**src/dcc_pkg.sv**
```systemverilog
// dcc_pkg: constants for the dual comparator control block
// assumes an Avalon-MM slave with 32-bit data, byte addresses
package dcc_pkg;
  localparam int ADDR_W = 8;
  // printed offset 0x1f is not word aligned: kept as index, byte addr = 4x
  localparam logic [ADDR_W-1:0] CFG_INDEX = 8'h1f;
  localparam logic [ADDR_W-1:0] CFG_ADDR = 8'h7c;
  localparam logic [ADDR_W-1:0] IRQ_STAT_ADDR = 8'h80;
  localparam logic [ADDR_W-1:0] IRQ_MASK_ADDR = 8'h84;
  localparam logic [ADDR_W-1:0] PIN_STAT_ADDR = 8'h88;
  localparam logic [7:0] CFG_RESET = 8'h00;
  localparam int CFG_OUT_B = 7;
  localparam int CFG_OUT_A = 6;
  localparam int CFG_INV_B = 5;
  localparam int CFG_INV_A = 4;
  localparam int CFG_SWITCH = 3;
  localparam int CFG_MODE_HI = 2;
  localparam logic [2:0] MODE_RESET = 3'b000;
  localparam logic [2:0] MODE_ONE_IND = 3'b001;
  localparam logic [2:0] MODE_VREF = 3'b010;
  localparam logic [2:0] MODE_COMMON = 3'b011;
  localparam logic [2:0] MODE_OUT_MUX = 3'b110;
  localparam logic [2:0] MODE_OFF = 3'b111;
  // status bits: 0 output change, 1 mode change
  localparam int STAT_W = 2;
  localparam int SYNC_STAGES = 3;
  localparam logic [31:0] UNMAPPED_DATA = 32'h0000_0000;
endpackage : dcc_pkg

```
**src/dcc_sync.sv**
```systemverilog
// dcc_sync: three-stage synchroniser with second/third agreement
// assumes asynchronous inputs from the analog comparators
`timescale 1ns/100ps
module dcc_sync
  import dcc_pkg::*;
#(
  parameter int WIDTH = 2
) (
  input wire logic clk, // system clock
  input wire logic sys_rst, // async reset, high
  input wire logic [WIDTH-1:0] async_in, // raw inputs
  output logic [WIDTH-1:0] sync_out // filtered level
);
  typedef struct packed {
    logic [WIDTH-1:0] s1;
    logic [WIDTH-1:0] s2;
    logic [WIDTH-1:0] s3;
    logic [WIDTH-1:0] val;
  } dcc_sync_t;
  dcc_sync_t q;
  dcc_sync_t next_q;
  if (WIDTH < 1) begin : g_bad_width
    $error("dcc_sync width must be positive");
  end
  always_comb begin
    next_q = q;
    next_q.s1 = async_in;
    next_q.s2 = q.s1;
    next_q.s3 = q.s2;
    for (int i = 0; i < WIDTH; i++) begin
      // a change counts once stages two and three agree
      if (q.s2[i] == q.s3[i]) next_q.val[i] = q.s3[i];
    end
  end
  always_ff @(posedge clk or posedge sys_rst) begin
    if (sys_rst) q <= '0;
    else q <= next_q;
  end
  assign sync_out = q.val;
endmodule : dcc_sync

```
**src/dcc_ctrl.sv**
```systemverilog
// dcc_ctrl: configuration, muxing and interrupt logic for two comparators
// assumes Avalon-MM master with waitrequest; analog cores outside
`timescale 1ns/100ps
module dcc_ctrl
  import dcc_pkg::*;
(
  input wire logic clk, // system clock, 125 MHz
  input wire logic sys_rst, // async reset, high
  input wire logic [ADDR_W-1:0] avs_address, // byte address
  input wire logic avs_read, // read strobe
  input wire logic avs_write, // write strobe
  input wire logic [31:0] avs_writedata, // write data
  input wire logic [3:0] avs_byteenable, // byte lanes
  output logic [31:0] avs_readdata, // read data
  output logic avs_waitrequest, // stall
  input wire logic [1:0] cmp_raw, // analog cores, plus > minus
  input wire logic [4:0] port_a_direction, // 1 = input, pins 0-4
  output logic [1:0] cmp_enable, // comparator power
  output logic [1:0] cmp_a_sel, // a: 0 pin0,1 pin3,2 vref,3 gnd
  output logic [1:0] cmp_b_sel, // b: 0 pin1,1 pin2,2 vref,3 gnd
  output logic [1:0] cmp_a_plus_sel, // a plus: 0 pin3,1 pin2,2 vref
  output logic [1:0] cmp_b_plus_sel, // b plus: 0 pin2,1 vref
  output logic [4:0] pin_analog, // pin held as analog input
  output logic [1:0] pin_out_en, // pins 3,4 driven
  output logic [1:0] pin_out_val, // pins 3,4 level
  output logic comparator_irq // level interrupt
);
  typedef struct packed {
    logic [7:0] cfg;
    logic [1:0] seen_out;
    logic [STAT_W-1:0] stat;
    logic [STAT_W-1:0] mask;
    logic ack;
    logic stall;
    logic [31:0] rdata;
    logic [1:0] en;
    logic [1:0] a_sel;
    logic [1:0] b_sel;
    logic [1:0] a_plus;
    logic [1:0] b_plus;
    logic [4:0] analog;
    logic [1:0] oen;
    logic [1:0] oval;
    logic irq;
  } dcc_ctrl_t;

  dcc_ctrl_t q;
  dcc_ctrl_t next_q;
  logic [1:0] cmp_sync;
  logic [1:0] cmp_out;
  logic [2:0] mode;
  logic req;
  logic wr_now;
  logic rd_now;

  dcc_sync #(
    .WIDTH(2)
  ) u_sync (
    .clk(clk),
    .sys_rst(sys_rst),
    .async_in(cmp_raw),
    .sync_out(cmp_sync)
  );

  assign mode = q.cfg[CFG_MODE_HI:0];
  assign req = avs_read | avs_write;
  // one wait cycle: access completes on the edge where ack is high
  assign wr_now = avs_write & q.ack;
  assign rd_now = avs_read & q.ack;

  always_comb begin
    logic [7:0] new_cfg;
    logic switch_b;
    new_cfg = q.cfg;
    switch_b = 1'b0;
    next_q = q;
    next_q.ack = req & ~q.ack;
    // stall is high except in the completing cycle, straight from a flop
    next_q.stall = ~(req & ~q.ack);
    // inversion stage, forced low in the reset and off modes
    cmp_out[0] = (mode == MODE_OFF || mode == MODE_RESET) ? 1'b0 :
      cmp_sync[0] ^ q.cfg[CFG_INV_A];
    cmp_out[1] = (mode == MODE_OFF || mode == MODE_RESET) ? 1'b0 :
      cmp_sync[1] ^ q.cfg[CFG_INV_B];
    next_q.cfg[CFG_OUT_A] = cmp_out[0];
    next_q.cfg[CFG_OUT_B] = cmp_out[1];
    if (wr_now && avs_address == CFG_ADDR && avs_byteenable[0]) begin
      // only bits 5-0 writable; outputs stay read-only
      next_q.cfg[5:0] = avs_writedata[5:0];
      if (avs_writedata[2:0] != mode) next_q.stat[1] = 1'b1;
    end
    // read or write of config ends mismatch
    if (q.ack && req && avs_address == CFG_ADDR) begin
      // a read ends the mismatch for the value software actually got
      next_q.seen_out = avs_read ? q.rdata[CFG_OUT_B:CFG_OUT_A] :
        q.cfg[CFG_OUT_B:CFG_OUT_A];
    end
    if (wr_now && avs_address == IRQ_MASK_ADDR && avs_byteenable[0]) begin
      next_q.mask = avs_writedata[STAT_W-1:0];
    end
    if (wr_now && avs_address == IRQ_STAT_ADDR && avs_byteenable[0]) begin
      next_q.stat = next_q.stat & ~avs_writedata[STAT_W-1:0];
      // mismatch still present: re-sets at once
      if (q.cfg[CFG_OUT_B:CFG_OUT_A] != q.seen_out) begin
        next_q.stat[0] = 1'b1;
      end
    end
    // set wins over clear
    if (q.cfg[CFG_OUT_B:CFG_OUT_A] != q.seen_out) begin
      next_q.stat[0] = 1'b1;
    end
    if (wr_now && avs_address == CFG_ADDR && avs_byteenable[0] &&
        avs_writedata[2:0] != mode) begin
      next_q.stat[1] = 1'b1;
    end
    next_q.rdata = UNMAPPED_DATA;
    // fetched in the stall cycle, stands while stall is low
    if (avs_read && !q.ack) begin
      unique case (avs_address)
        CFG_ADDR: next_q.rdata = {24'h00_0000, q.cfg};
        IRQ_STAT_ADDR: next_q.rdata = {30'h0000_0000, q.stat};
        IRQ_MASK_ADDR: next_q.rdata = {30'h0000_0000, q.mask};
        PIN_STAT_ADDR: next_q.rdata = {30'h0000_0000, cmp_sync};
        default: next_q.rdata = UNMAPPED_DATA;
      endcase
    end
    // muxing from the mode field
    new_cfg = next_q.cfg;
    switch_b = new_cfg[CFG_SWITCH];
    next_q.en = 2'b11;
    next_q.a_sel = 2'd0;
    next_q.b_sel = 2'd0;
    next_q.a_plus = 2'd0;
    next_q.b_plus = 2'd0;
    next_q.analog = 5'b0_1111;
    next_q.oen = 2'b00;
    next_q.oval = 2'b00;
    unique case (new_cfg[CFG_MODE_HI:0])
      MODE_RESET: begin
        next_q.en = 2'b00;
        next_q.analog = 5'b0_1111;
      end
      MODE_ONE_IND: begin
        // a minus from pin 0 or pin 3 by the switch bit
        next_q.a_sel = switch_b ? 2'd1 : 2'd0;
        next_q.a_plus = 2'd1;
        next_q.b_sel = 2'd0;
        next_q.b_plus = 2'd0;
        next_q.oen = 2'b01;
      end
      MODE_VREF: begin
        next_q.a_sel = switch_b ? 2'd1 : 2'd0;
        next_q.b_sel = switch_b ? 2'd1 : 2'd0;
        next_q.a_plus = 2'd2;
        next_q.b_plus = 2'd1;
      end
      MODE_COMMON: begin
        next_q.a_plus = 2'd1;
        next_q.b_plus = 2'd0;
        next_q.oen = 2'b11;
        next_q.analog = 5'b0_0111;
      end
      3'b100: begin
        next_q.a_plus = 2'd0;
        next_q.b_plus = 2'd0;
      end
      3'b101: begin
        next_q.en = 2'b10;
        next_q.a_sel = 2'd3;
        next_q.analog = 5'b0_0110;
      end
      MODE_OUT_MUX: begin
        next_q.a_plus = 2'd1;
        next_q.b_plus = 2'd0;
        next_q.oen = 2'b11;
        next_q.analog = 5'b0_0111;
      end
      MODE_OFF: begin
        next_q.en = 2'b00;
        next_q.analog = 5'b0_0000;
      end
    endcase
    // direction bits still gate the output pins
    next_q.oen = next_q.oen & ~port_a_direction[4:3];
    next_q.oval = cmp_out;
    next_q.irq = |(next_q.stat & next_q.mask);
  end

  always_ff @(posedge clk or posedge sys_rst) begin
    if (sys_rst) begin
      q <= '0;
      q.cfg <= CFG_RESET;
      q.analog <= 5'b0_1111;
      q.stall <= 1'b1;
    end else begin
      q <= next_q;
    end
  end

  assign avs_readdata = q.rdata;
  assign avs_waitrequest = q.stall;
  assign cmp_enable = q.en;
  assign cmp_a_sel = q.a_sel;
  assign cmp_b_sel = q.b_sel;
  assign cmp_a_plus_sel = q.a_plus;
  assign cmp_b_plus_sel = q.b_plus;
  assign pin_analog = q.analog;
  assign pin_out_en = q.oen;
  assign pin_out_val = q.oval;
  assign comparator_irq = q.irq;

  chk_flag_on_change: assert property (@(posedge clk) disable iff (sys_rst)
    q.cfg[7:6] != q.seen_out |=> q.stat[0])
    else $error("output change did not set flag");
  chk_out_readonly: assert property (@(posedge clk) disable iff (sys_rst)
    wr_now && avs_address == CFG_ADDR |=> q.cfg[7:6] == $past(cmp_out))
    else $error("output bits took write data");
  chk_off_mode_power: assert property (@(posedge clk) disable iff (sys_rst)
    q.cfg[2:0] == MODE_OFF |-> q.en == 2'b00 && q.analog == 5'b0_0000)
    else $error("comparators powered in off mode");
  chk_reset_mode_analog: assert property (@(posedge clk)
    disable iff (sys_rst)
    q.cfg[2:0] == MODE_RESET |-> q.analog == 5'b0_1111 && q.en == 2'b00)
    else $error("reset mode not analog");
  chk_dir_gates_pin: assert property (@(posedge clk) disable iff (sys_rst)
    port_a_direction[3] |=> !q.oen[0])
    else $error("pin driven while direction is input");
  chk_mode_write: assert property (@(posedge clk) disable iff (sys_rst)
    wr_now && avs_address == CFG_ADDR && avs_byteenable[0]
    |=> q.cfg[2:0] == $past(avs_writedata[2:0]))
    else $error("mode field not written");
  chk_invert_path: assert property (@(posedge clk) disable iff (sys_rst)
    q.cfg[2:0] != MODE_OFF && q.cfg[2:0] != MODE_RESET
    |=> q.oval[0] == ($past(cmp_sync[0]) ^ $past(q.cfg[4])))
    else $error("inversion path wrong");
  chk_wait_one: assert property (@(posedge clk) disable iff (sys_rst)
    req && !q.ack |=> !avs_waitrequest || !req)
    else $error("waitrequest held too long");
  cov_mode_change: cover property (@(posedge clk) disable iff (sys_rst)
    q.stat[1] ##1 !q.stat[1]);
  cov_irq: cover property (@(posedge clk) disable iff (sys_rst)
    q.irq);
  cov_cfg_read: cover property (@(posedge clk) disable iff (sys_rst)
    rd_now && avs_address == CFG_ADDR);
  chk_clear_blocked: assert property (@(posedge clk) disable iff (sys_rst)
    wr_now && avs_address == IRQ_STAT_ADDR && avs_byteenable[0] &&
    q.cfg[7:6] != q.seen_out |=> q.stat[0])
    else $error("flag cleared during mismatch");
  chk_read_cfg: assert property (@(posedge clk) disable iff (sys_rst)
    rd_now && avs_address == CFG_ADDR |-> avs_readdata[5:0] == q.cfg[5:0])
    else $error("config read data wrong");
  chk_off_outputs: assert property (@(posedge clk) disable iff (sys_rst)
    q.cfg[2:0] == MODE_OFF |=> q.cfg[7:6] == 2'b00)
    else $error("outputs not low in off mode");
  chk_mode_flag: assert property (@(posedge clk) disable iff (sys_rst)
    wr_now && avs_address == CFG_ADDR && avs_byteenable[0] &&
    avs_writedata[2:0] != q.cfg[2:0] |=> q.stat[1])
    else $error("mode change not flagged");
  chk_irq_level: assert property (@(posedge clk) disable iff (sys_rst)
    q.irq == |(q.stat & q.mask))
    else $error("interrupt level wrong");
  chk_stall_idle: assert property (@(posedge clk) disable iff (sys_rst)
    !req |=> avs_waitrequest)
    else $error("waitrequest low while idle");
  cov_clear_blocked: cover property (@(posedge clk) disable iff (sys_rst)
    wr_now && avs_address == IRQ_STAT_ADDR && q.cfg[7:6] != q.seen_out);
  cov_off_mode: cover property (@(posedge clk) disable iff (sys_rst)
    q.cfg[2:0] == MODE_OFF ##1 q.cfg[2:0] != MODE_OFF);
endmodule : dcc_ctrl

```
**config.mk**
```make
export PLATFORM = sky130hd
export DESIGN_NAME = dcc_ctrl
export DESIGN_NICKNAME = d
export VERILOG_FILES = /design/src/dcc_pkg.sv /design/src/dcc_sync.sv /design/src/dcc_ctrl.sv
export SDC_FILE = /design/constraint.sdc
export NUM_CORES = 1
export LEC_CHECK = 0
export ABC_CLOCK_PERIOD_IN_PS = 2500
export BUFFER_PORTS_ARGS = -buffer_cell sky130_fd_sc_hd__buf_2
export CORE_ASPECT_RATIO = 1.75
export CORE_MARGIN = 3
export CORE_UTILIZATION = 50
export CTS_CLUSTER_SIZE = 14
export DETAILED_ROUTE_END_ITERATION = 6
export GPL_ROUTABILITY_DRIVEN = 0
export PLACE_DENSITY = 0.87
export RECOVER_POWER = 25
export SLEW_MARGIN = 20
export SYNTH_ARGS = -nofsm -noshare
export SYNTH_HDL_FRONTEND = slang
export SYNTH_SLANG_ARGS = --single-unit
```
**constraint.sdc**
```tcl
create_clock -name clk -period 2.5 [get_ports clk]
set_clock_uncertainty 0.2 [all_clocks]
set_input_delay 0.375 -clock clk [delete_from_list [all_inputs] [get_ports clk]]
set_output_delay 0.375 -clock clk [all_outputs]
set_load 0.005 [all_outputs]
```
==> impl_metrics.toml, run 1 <==
[outcome]
status = "complete, no violations"

[drt]
drt_iter0_markers = 58
drt-total-wl_um = 3812
wl_per_cell_um = 13.05
vias_per_cell = 4.990
postRouteAntennaNets = 0
firstDrtPassIters = 4
drc = 0
via_count = 1457

[pwr]
power.switching_mw = 0.3099
p_comb_share_pct = 9.3
seqPwrFrac_pct = 58.4
power.clock.fraction_pct = 32.3
irDropWorstVdd_uv = 331.2
power.density_nw_per_um2 = 533.0
p_leak_nw = 1.361
p_int_mw = 1.007
swShare_pct = 23.53
power_mw = 1.317

[logic_synthesis]
synth_most_common_cell = "buf_4"
ys_warn_count = 0
synth_edf_count = 0
synthArstFlopShare_pct = 100.0
synthTopCellsByArea = "dfrtp_1 (44%), buf_4 (17%), dfstp_2 (4.5%)"
avgSynthCellArea_um2 = 11.03
synth-seq-cells = 45
synth.top_cell.area_share_pct = 43.69
synth_common_cells = "buf_4 (52), dfrtp_1 (41), nor2_1 (11)"
synth_top_flop_cell = "dfrtp_1"
yosysTopAreaCell = "dfrtp_1"
synth_cell_types = 44
syn_area_um2 = 2349
syn-instance-count = 213
ys_seq_area_share_pct = 48.16

[timing]
max_freq_mhz = 484.0
finalMaxSlewViolations = 0
min_period_ns = 2.066
finalSetupViolations = 0
min_period_over_period_pct = 82.65
setup_tns_ns = 0
rsz0062_at_grt = "no"
worst_pin_slew_ns = 0.7750
setup_ws_ns = 0.4338
hold_viol = 0
relSlewSlack_pct = 48.01

[die]
initial_utilization_pct = 52.37
core_um2 = 4484
fp.dieH_um = 96.66
pin_count = 108
placementRows = 32
die_x_um = 57.81
dieArea_um2 = 5587

[clocking]
cts_tree = "built"
cts_buffer_depth = 2
cts-htree-levels = 2
cts_setup_buffers = 0
numCtsBuffers = 5
cts_num_sinks = 45
clkLatencyLatePin_ns = 0.29
cts_resized = 0
cts.hold.buffers_added = 3
clk_pin_slew_worst_paths_ns = 0.08
cts_root_buf = "clkbuf_8"

[finish]
diodes = 0
syn_to_final_growth_pct = 5.221
fillers = 420
nets = 295
drive_above_1_share_pct = 31.95
fin_cells = 292

[worst_setup_path]
critPathCaptureType = "register"
crit_required_ns = 2.46
path_max_fanout = 13
cp-start-kind = "input port"
slowest_stage = "mux2i_1"
crit_type = "in2reg"
slowest_delay_ns = 0.56
crit_arrival_ns = 2.02
worstPathCellList = "buf_2 -> and4b_1 -> nand4_2 -> mux2i_1 -> a22oi_1"

[place]
port_buffers = 48
dpl.cell_count = 281
dpl.hpwl_um = 2933
place_ws_ns = 0.1454

[global_route]
antenna_found_initial = 0
grt_pass1_wl_um = 6299
grt_max_degree = 26
first_global_vias = 1394
track_usage_pct = 14.49
grt_overflow_total = 0

[run]
drv_cap = 0

[hold_path]
min-delay-path-class = "in2reg"
-- power by group through the flow --
| stage | clock (mW) | sequential [mW] | combinational [mW] |
|---|---|---|---|
| 3_5_place_dp | 0 | 0.784 | 0.119 |
| 5_1_grt | 0.476 | 0.774 | 0.139 |
| 6_report | 0.425 | 0.770 | 0.122 |
| 4_1_cts | 0.444 | 0.770 | 0.123 |
| 2_1_floorplan | 0 | 0.779 | 0.112 |
| 3_3_place_gp | 0 | 0.783 | 0.116 |
-- per-stage QoR --
step | area [um^2] | hold WS, ns | utilization, %
CTS | 2471 | 0.03468 | 55.11
finish | 2471 | 0.03897 | 55.11
floorplan | 2446 | 0.1312 | -
global placement | 2356 | 0.1350 | 52.54
global route | 2471 | 0.04595 | 55.11
detailed placement | 2356 | 0.1370 | 52.54
-- worst max-delay path, delay by kind of cell --
kind                   cells  cell delay [ns]
AOI/OAI and AO/OA          1             0.17
buffers and inverters      1             0.17
and+or+nand+nor            2             0.75
muxes                      1             0.56
-- flip-flops by register name (all words and copies together), names as in the netlist, 3 cells and up --
register,flops
avs_readdata,8
q,11
pin_analog,3
u_sync.next_q,4
mode,3
-- per-layer routing --
| metal | GRT usage, % | part of all wire, % | vias up |
|---|---|---|---|
| met1 | 15.37 | 35 | 699 |
| met4 | 6.786 | 2.1 | 0 |
| met3 | 4.139 | 7.9 | 6 |
| met2 | 25.35 | 55 | 64 |
| li1 | - | - | 688 |
| met5 | 0 | 0 | - |
-- worst paths after layout --
kind | endpoint | startpoint | cells after the start | slack (ns)
worst min register to register | u_sync.next_q[2] | u_sync.next_q[4] | 0 | 0.15
worst max-delay path | cmp_enable[1] | avs_address[3] | 5 | 0.43
worst min-delay path | pin_out_en[0] | port_a_direction[3] | 2 | 0.04
worst max register to register | cmp_enable[1] | q[53] | 4 | 0.46
min in group asynchronous | mode[1] | sys_rst | 3 | 0.47
max in group asynchronous | avs_waitrequest | sys_rst | 4 | 1.04
-- layout by cell type (no fill, tap or decap), types with 2 or more instances in the layout --
master         count
nand4_1            3
nor2_1            11
mux2_4             2
dfrtp_1           41
inv_1              7
clkbuf_8           5
nor3_1             3
o21a_1             2
nand3b_1           3
nand3_1            3
nor3b_1            3
and2_1             6
buf_4              2
a32oi_1            2
nand2_1            8
xnor2_1            3
dlygate4sd3_1      3
mux2i_1            7
clkbuf_1           2
and4b_1            4
a21oi_1            5
maj3_1             2
mux2_2             9
conb_1            27
xor2_1             6
dfstp_2            4
buf_2             48
-- cells by family (layout without fill, tap and decap cells) --
group	count (synthesis)	in the layout	share of synthesized area, %
DFF	45	45	48.16
other	1	27	0.1597
buffers and inverters	68	70	19.55
xor gates and xnor gates	9	9	3.357
and+or+nand+nor	56	56	14.97
AOI/OAI and AO/OA	14	14	4.369
muxes	18	18	8.578
adders and majority gates	2	2	0.8525
-- cell type report --
class / instances / area, um^2 / area share, %
Multi-Input combinational cell: 126 / 855.8 / 34.63
Inverter: 8 / 30.03 / 1.215
Tap cell: 51 / 63.81 / 2.582
Clock inverter: 1 / 8.758 / 0.3544
Timing Repair Buffer: 54 / 305.3 / 12.35
Sequential cell: 45 / 1131 / 45.77
Clock buffer: 7 / 76.32 / 3.089
Note: power is estimated with default switching activity, not from simulation.
==> inputs of run 2 (changes only) <==
--- a/config.mk
+++ b/config.mk
@@ -5,15 +5,15 @@
 export SDC_FILE = /design/constraint.sdc
 export NUM_CORES = 1
 export LEC_CHECK = 0
-export ABC_CLOCK_PERIOD_IN_PS = 2500
+export ABC_CLOCK_PERIOD_IN_PS = 1860
 export BUFFER_PORTS_ARGS = -buffer_cell sky130_fd_sc_hd__buf_2
 export CORE_ASPECT_RATIO = 1.75
 export CORE_MARGIN = 3
-export CORE_UTILIZATION = 50
+export CORE_UTILIZATION = 42
 export CTS_CLUSTER_SIZE = 14
 export DETAILED_ROUTE_END_ITERATION = 6
 export GPL_ROUTABILITY_DRIVEN = 0
-export PLACE_DENSITY = 0.87
+export PLACE_DENSITY = 0.78
 export RECOVER_POWER = 25
 export SLEW_MARGIN = 20
 export SYNTH_ARGS = -nofsm -noshare
==> constraint.sdc (replaced) <==
create_clock -name clk -period 1.86 [get_ports clk]
set_clock_uncertainty 0.2 [all_clocks]
set_input_delay 0.279 -clock clk [delete_from_list [all_inputs] [get_ports clk]]
set_output_delay 0.279 -clock clk [all_outputs]
set_load 0.005 [all_outputs]
==> run 2 against run 1 <==
  * Combinational power rose by 45%
  * Sequential power up 35%
  * Cell count grew 13%
  * Die area increased by 17%
  * Critical endpoint is now pin_analog[3]
  * Largest power group unchanged
==> impl_metrics.toml, run 2 (synthesized netlist as in run 1, its figures left out) <==
[hold_path]
holdPathEnd = "q[65]"
hold_path.startpoint = "avs_writedata[5]"
hold_depth = 2
min-delay-path-class = "in2reg"

[clocking]
clk_pin_slew_worst_paths_ns = 0.09
cts_root_buf = "clkbuf_8"
clkLatencyLatePin_ns = 0.30
cts_setup_buffers = 0
cts_buffer_depth = 2
numCtsBuffers = 5
cts_num_sinks = 45
cts_tree = "built"
cts-htree-levels = 2

[drt]
drc = 0
via_count = 1503
drt-total-wl_um = 4245
firstDrtPassIters = 4
drt_iter0_markers = 54
wl_per_cell_um = 12.86
postRouteAntennaNets = 0
vias_per_cell = 4.555

[timing]
rsz0062_at_grt = "no"
setup_ws_ns = 0.1161
finalMaxSlewViolations = 0
max_freq_mhz = 573.4
min_period_ns = 1.744
timing.hold.ws_ns = 0.01126
worst_pin_slew_ns = 0.9608
relSlewSlack_pct = 35.95
min_period_over_period_pct = 93.76
finalSetupViolations = 0
hold_viol = 0

[finish]
drive_above_1_share_pct = 36.33
largest_reg_flops = 11
fillers = 521
regMostFlops = "q"
fin_area_um2 = 2606
diodes = 0
nets = 310
syn_to_final_growth_pct = 10.97
final_cell_mix = "buf_2 (49), dfrtp_1 (41), conb_1 (27)"
layout_commonest_cell = "buf_2"

[place]
port_buffers = 48
dpl.hpwl_um = 3264
post_dp_cell_area_um2 = 2490
place_ws_ns = -0.05784

[worst_setup_path]
crit_arrival_ns = 1.77
crit_required_ns = 1.89
cp-start-kind = "register"
crit_type = "reg2reg"
worstReg2RegEnd = "pin_analog[3]"
critPathCaptureType = "register"
reg2reg_from = "q[53]"
path_max_fanout = 6
r2r_slack_ns = 0.12
startpoint = "q[53]"
reg2regPathDepth = 5

[pwr]
irDropWorstVdd_uv = 396.0
power_mw = 1.808
power.density_nw_per_um2 = 693.6
p_leak_nw = 1.432

[die]
placementRows = 35
dieArea_um2 = 6560
initial_utilization_pct = 43.96
fp.dieH_um = 104.9
pin_count = 108
core_um2 = 5343
die_x_um = 62.53

[global_route]
grt_max_degree = 46
antenna_found_initial = 0
grt_pass1_wl_um = 6920
first_global_vias = 1471
grt_overflow_total = 0
track_usage_pct = 13.42

[outcome]
status = "complete, no violations"

[run]
drv_cap = 0
[run 2: worst max path at each step]
stage               endpoint  slack (ns)  depth (start not counted)
2_1_floorplan          q[58]        0.01                          6
3_3_place_gp           q[59]       -0.06                          5
3_5_place_dp           q[58]       -0.06                          5
4_1_cts        cmp_enable[1]        0.11                          5
5_1_grt        cmp_enable[1]        0.02                          5
6_report       pin_analog[3]        0.12                          5
[run 2: layout make-up]
class                   count  area, um^2  share of cell area (%)
clock buffers               5       68.82                   2.640
clock inverters             3       22.52                  0.8641
inverters                   8       30.03                   1.152
multi-input cells         126       855.8                   32.84
flip-flops and latches     45        1131                   43.40
well taps                  74       92.59                   3.553
repair buffers             69       405.4                   15.55
[run 2: repair_timing]
| action | 4_1_cts | 5_1_grt |
|---|---|---|
| gates resized for setup | 0 | 0 |
| setup endpoints to repair | 0 | 0 |
| endpoints found under the hold margin | 44 | 0 |
| hold buffers | 4 | 0 |
[run 2: power breakdown]
group	switching (mW)	total (mW)	internal (mW)
registers	0.0220	1.04	1.01
clock network	0.329	0.595	0.266
logic	0.0965	0.177	0.0807
total	0.447	1.81	1.36
[run 2: metal layers]
layer | track usage, % | wire length [um]
met2 | 24.98 | 2438
met1 | 13.88 | 1464
met3 | 3.548 | 264
met5 | 0 | 0
met4 | 5.529 | 78
[run 2: per-stage QoR]
step | cells | utilization, % | TNS, ns
2_1_floorplan | 239 | - | 0
3_3_place_gp | 318 | 46.60 | -0.1277
3_5_place_dp | 318 | 46.60 | -0.1376
4_1_cts | 330 | 49.06 | 0
5_1_grt | 330 | 48.78 | 0
6_report | 330 | 48.78 | 0
[run 2: worst max-delay path: stages (launching register included)]
cell and delay (ns):
dfrtp_1 0.41, and3_1 0.19, nand4_2 0.12, buf_4 0.16, mux2_2 0.36, or2_1 0.23
==> inputs of run 3 (changes only) <==
--- a/config.mk
+++ b/config.mk
@@ -7,9 +7,11 @@
 export LEC_CHECK = 0
 export ABC_CLOCK_PERIOD_IN_PS = 1860
 export BUFFER_PORTS_ARGS = -buffer_cell sky130_fd_sc_hd__buf_2
+export CELL_PAD_IN_SITES_DETAIL_PLACEMENT = 2
+export CELL_PAD_IN_SITES_GLOBAL_PLACEMENT = 2
 export CORE_ASPECT_RATIO = 1.75
 export CORE_MARGIN = 3
-export CORE_UTILIZATION = 42
+export CORE_UTILIZATION = 25
 export CTS_CLUSTER_SIZE = 14
 export DETAILED_ROUTE_END_ITERATION = 6
 export GPL_ROUTABILITY_DRIVEN = 0
==> run 3 against run 2 <==
  * Via count up 4.0%
  * Count of clock-buffer cells in the layout grew 1
  * Cell count is 15% higher
  * Sequential power about the same
  * Maximum frequency is 1.0% higher
  * Die area is 62% higher
  * Worst hold slack better by 0.016 ns
  * Critical endpoint is now cmp_a_sel[0]
  * Largest power group unchanged
==> impl_metrics.toml, run 3 (synthesized netlist as in run 1, its figures left out) <==
[outcome]
status = "complete, no violations"

[finish]
largest_reg_flops = 11
fillers = 1063
diodes = 0
multi_input_area_um2 = 860.8
seqCellArea_um2 = 1131
nets = 313
layout_commonest_cell = "buf_2"
final_cell_mix = "buf_2 (47), dfrtp_1 (41), conb_1 (27)"
syn_to_final_growth_pct = 18.33
drive_above_1_share_pct = 37.07
regMostFlops = "q"

[timing]
setup_ws_ns = 0.1342
min_period_ns = 1.726
rsz0062_at_grt = "no"
min_period_over_period_pct = 92.79
worst_pin_slew_ns = 0.6177
finalSetupViolations = 0
hold_viol = 0
finalMaxSlewViolations = 0
relSlewSlack_pct = 58.77
max_freq_mhz = 579.4

[worst_setup_path]
r2r_slack_ns = 0.13
crit_required_ns = 1.86
worstPathCellList = "and3_4 -> nand4_2 -> buf_12 -> or3b_1 -> a32oi_1"
crit_type = "reg2reg"
cp-start-kind = "register"
crit_arrival_ns = 1.72
path_max_fanout = 11
cp.depth = 5
slowest_delay_ns = 0.39
reg2regPathDepth = 5
slowest_stage = "dfrtp_1"
critPathCaptureType = "register"
cp_num_buf_inv = 1
critical_path.top_delay_family = "simple AND/OR/NAND/NOR gates"

[global_route]
met3_usage_pct = 1.882
grt_overflow_total = 0
top_usage_layer = "met2"
first_global_vias = 1751
grt_use_met2_pct = 21.11
use_met1_pct = 10.62
antenna_found_initial = 0
grt_max_degree = 32
track_usage_pct = 10.91
grt_pass1_wl_um = 8907

[pwr]
p_leak_nw = 1.486
power_mw = 2.132
irDropWorstVdd_uv = 262.8
power.density_nw_per_um2 = 767.4

[drt]
wl_per_cell_um = 14.49
postRouteAntennaNets = 0
via_count = 1563
drt_iter0_markers = 20
drt-total-wl_um = 5493
drc = 0
firstDrtPassIters = 4
vias_per_cell = 4.124

[place]
dpl.hpwl_um = 4328
port_buffers = 48
place_ws_ns = -0.1111

[die]
fp.dieH_um = 134.2
pin_count = 108
core_um2 = 9094
die_x_um = 79.27
dieArea_um2 = 10640
placementRows = 46
initial_utilization_pct = 25.83

[clocking]
clk_pin_slew_worst_paths_ns = 0.06
numCtsBuffers = 5
cts_tree = "built"
cts_num_sinks = 45
clkLatencyLatePin_ns = 0.29
cts-htree-levels = 2
cts_root_buf = "clkbuf_16"
cts_buffer_depth = 2

[hold_path]
min-delay-path-class = "in2reg"
hold_depth = 2

[run]
drv_cap = 0
[run 3: changes by cell type in the layout (fill, tap and decap cells not counted), sizes merged]
| cell | previous run | this run |
|---|---|---|
| buf | 65 | 67 |
| clkinv | 4 | 2 |
| clkbuf | 5 | 7 |
| inv | 7 | 8 |
[run 3: layout make-up]
cell class,count,area share [%]
Inverter,8,1.081
Sequential cell,45,40.70
Clock inverter,2,0.4953
Multi-Input combinational cell,126,30.98
Tap cell,120,5.403
Clock buffer,6,4.998
Timing Repair Buffer,72,16.34
[run 3: path summary, 6_finish.rpt]
| path | from | end |
|---|---|---|
| min reg2reg | u_sync.next_q[5] | u_sync.next_q[3] |
| min | avs_writedata[5] | q[65] |
| min in group asynchronous | sys_rst | avs_readdata[4] |
| max in group asynchronous | sys_rst | pin_analog[2] |
| max | q[53] | cmp_a_sel[0] |
| max reg2reg | q[53] | cmp_a_sel[0] |
[run 3: worst reg2reg max path, delay by kind of cell (launching register included)]
family	cells	cell delay (ns)
AO/OA/AOI/OAI	1	0.20
flip-flops	1	0.39
buffers and inverters	1	0.18
AND/OR/NAND/NOR	3	0.67
[run 3: timing repair]
item                                    in CTS  in global routing
gates resized for setup                      0                  1
endpoints found under the hold margin       17                  0
setup buffers                                0                  1
hold buffers                                 4                  0
endpoints found under the setup margin       0                  1
[run 3: through the flow]
stage / instances / cell area, um^2 / util, % / hold WS [ns] / setup TNS, ns
final: 379 / 2779 / 30.56 / 0.02677 / 0
after global routing: 379 / 2779 / 30.56 / 0.02179 / 0
after CTS: 378 / 2768 / 30.43 / 0.01777 / 0
after detailed placement: 366 / 2575 / 28.32 / 0.05894 / -0.4133
after global placement: 366 / 2575 / 28.32 / 0.05574 / -0.4301
after floorplan: 239 / 2446 / - / 0.1104 / 0
[run 3: metal layers]
metal | part of all wire (%) | routed length [um]
met5 | 0 | 0
met4 | 2.4 | 130
met3 | 5.9 | 326
met2 | 58 | 3165
met1 | 34 | 1871
[run 3: power by group]
group / total [mW] / internal [mW] / switching [mW]
Sequential: 1.04 / 1.02 / 0.0248
Clock: 0.895 / 0.534 / 0.361
Combinational: 0.197 / 0.0883 / 0.109
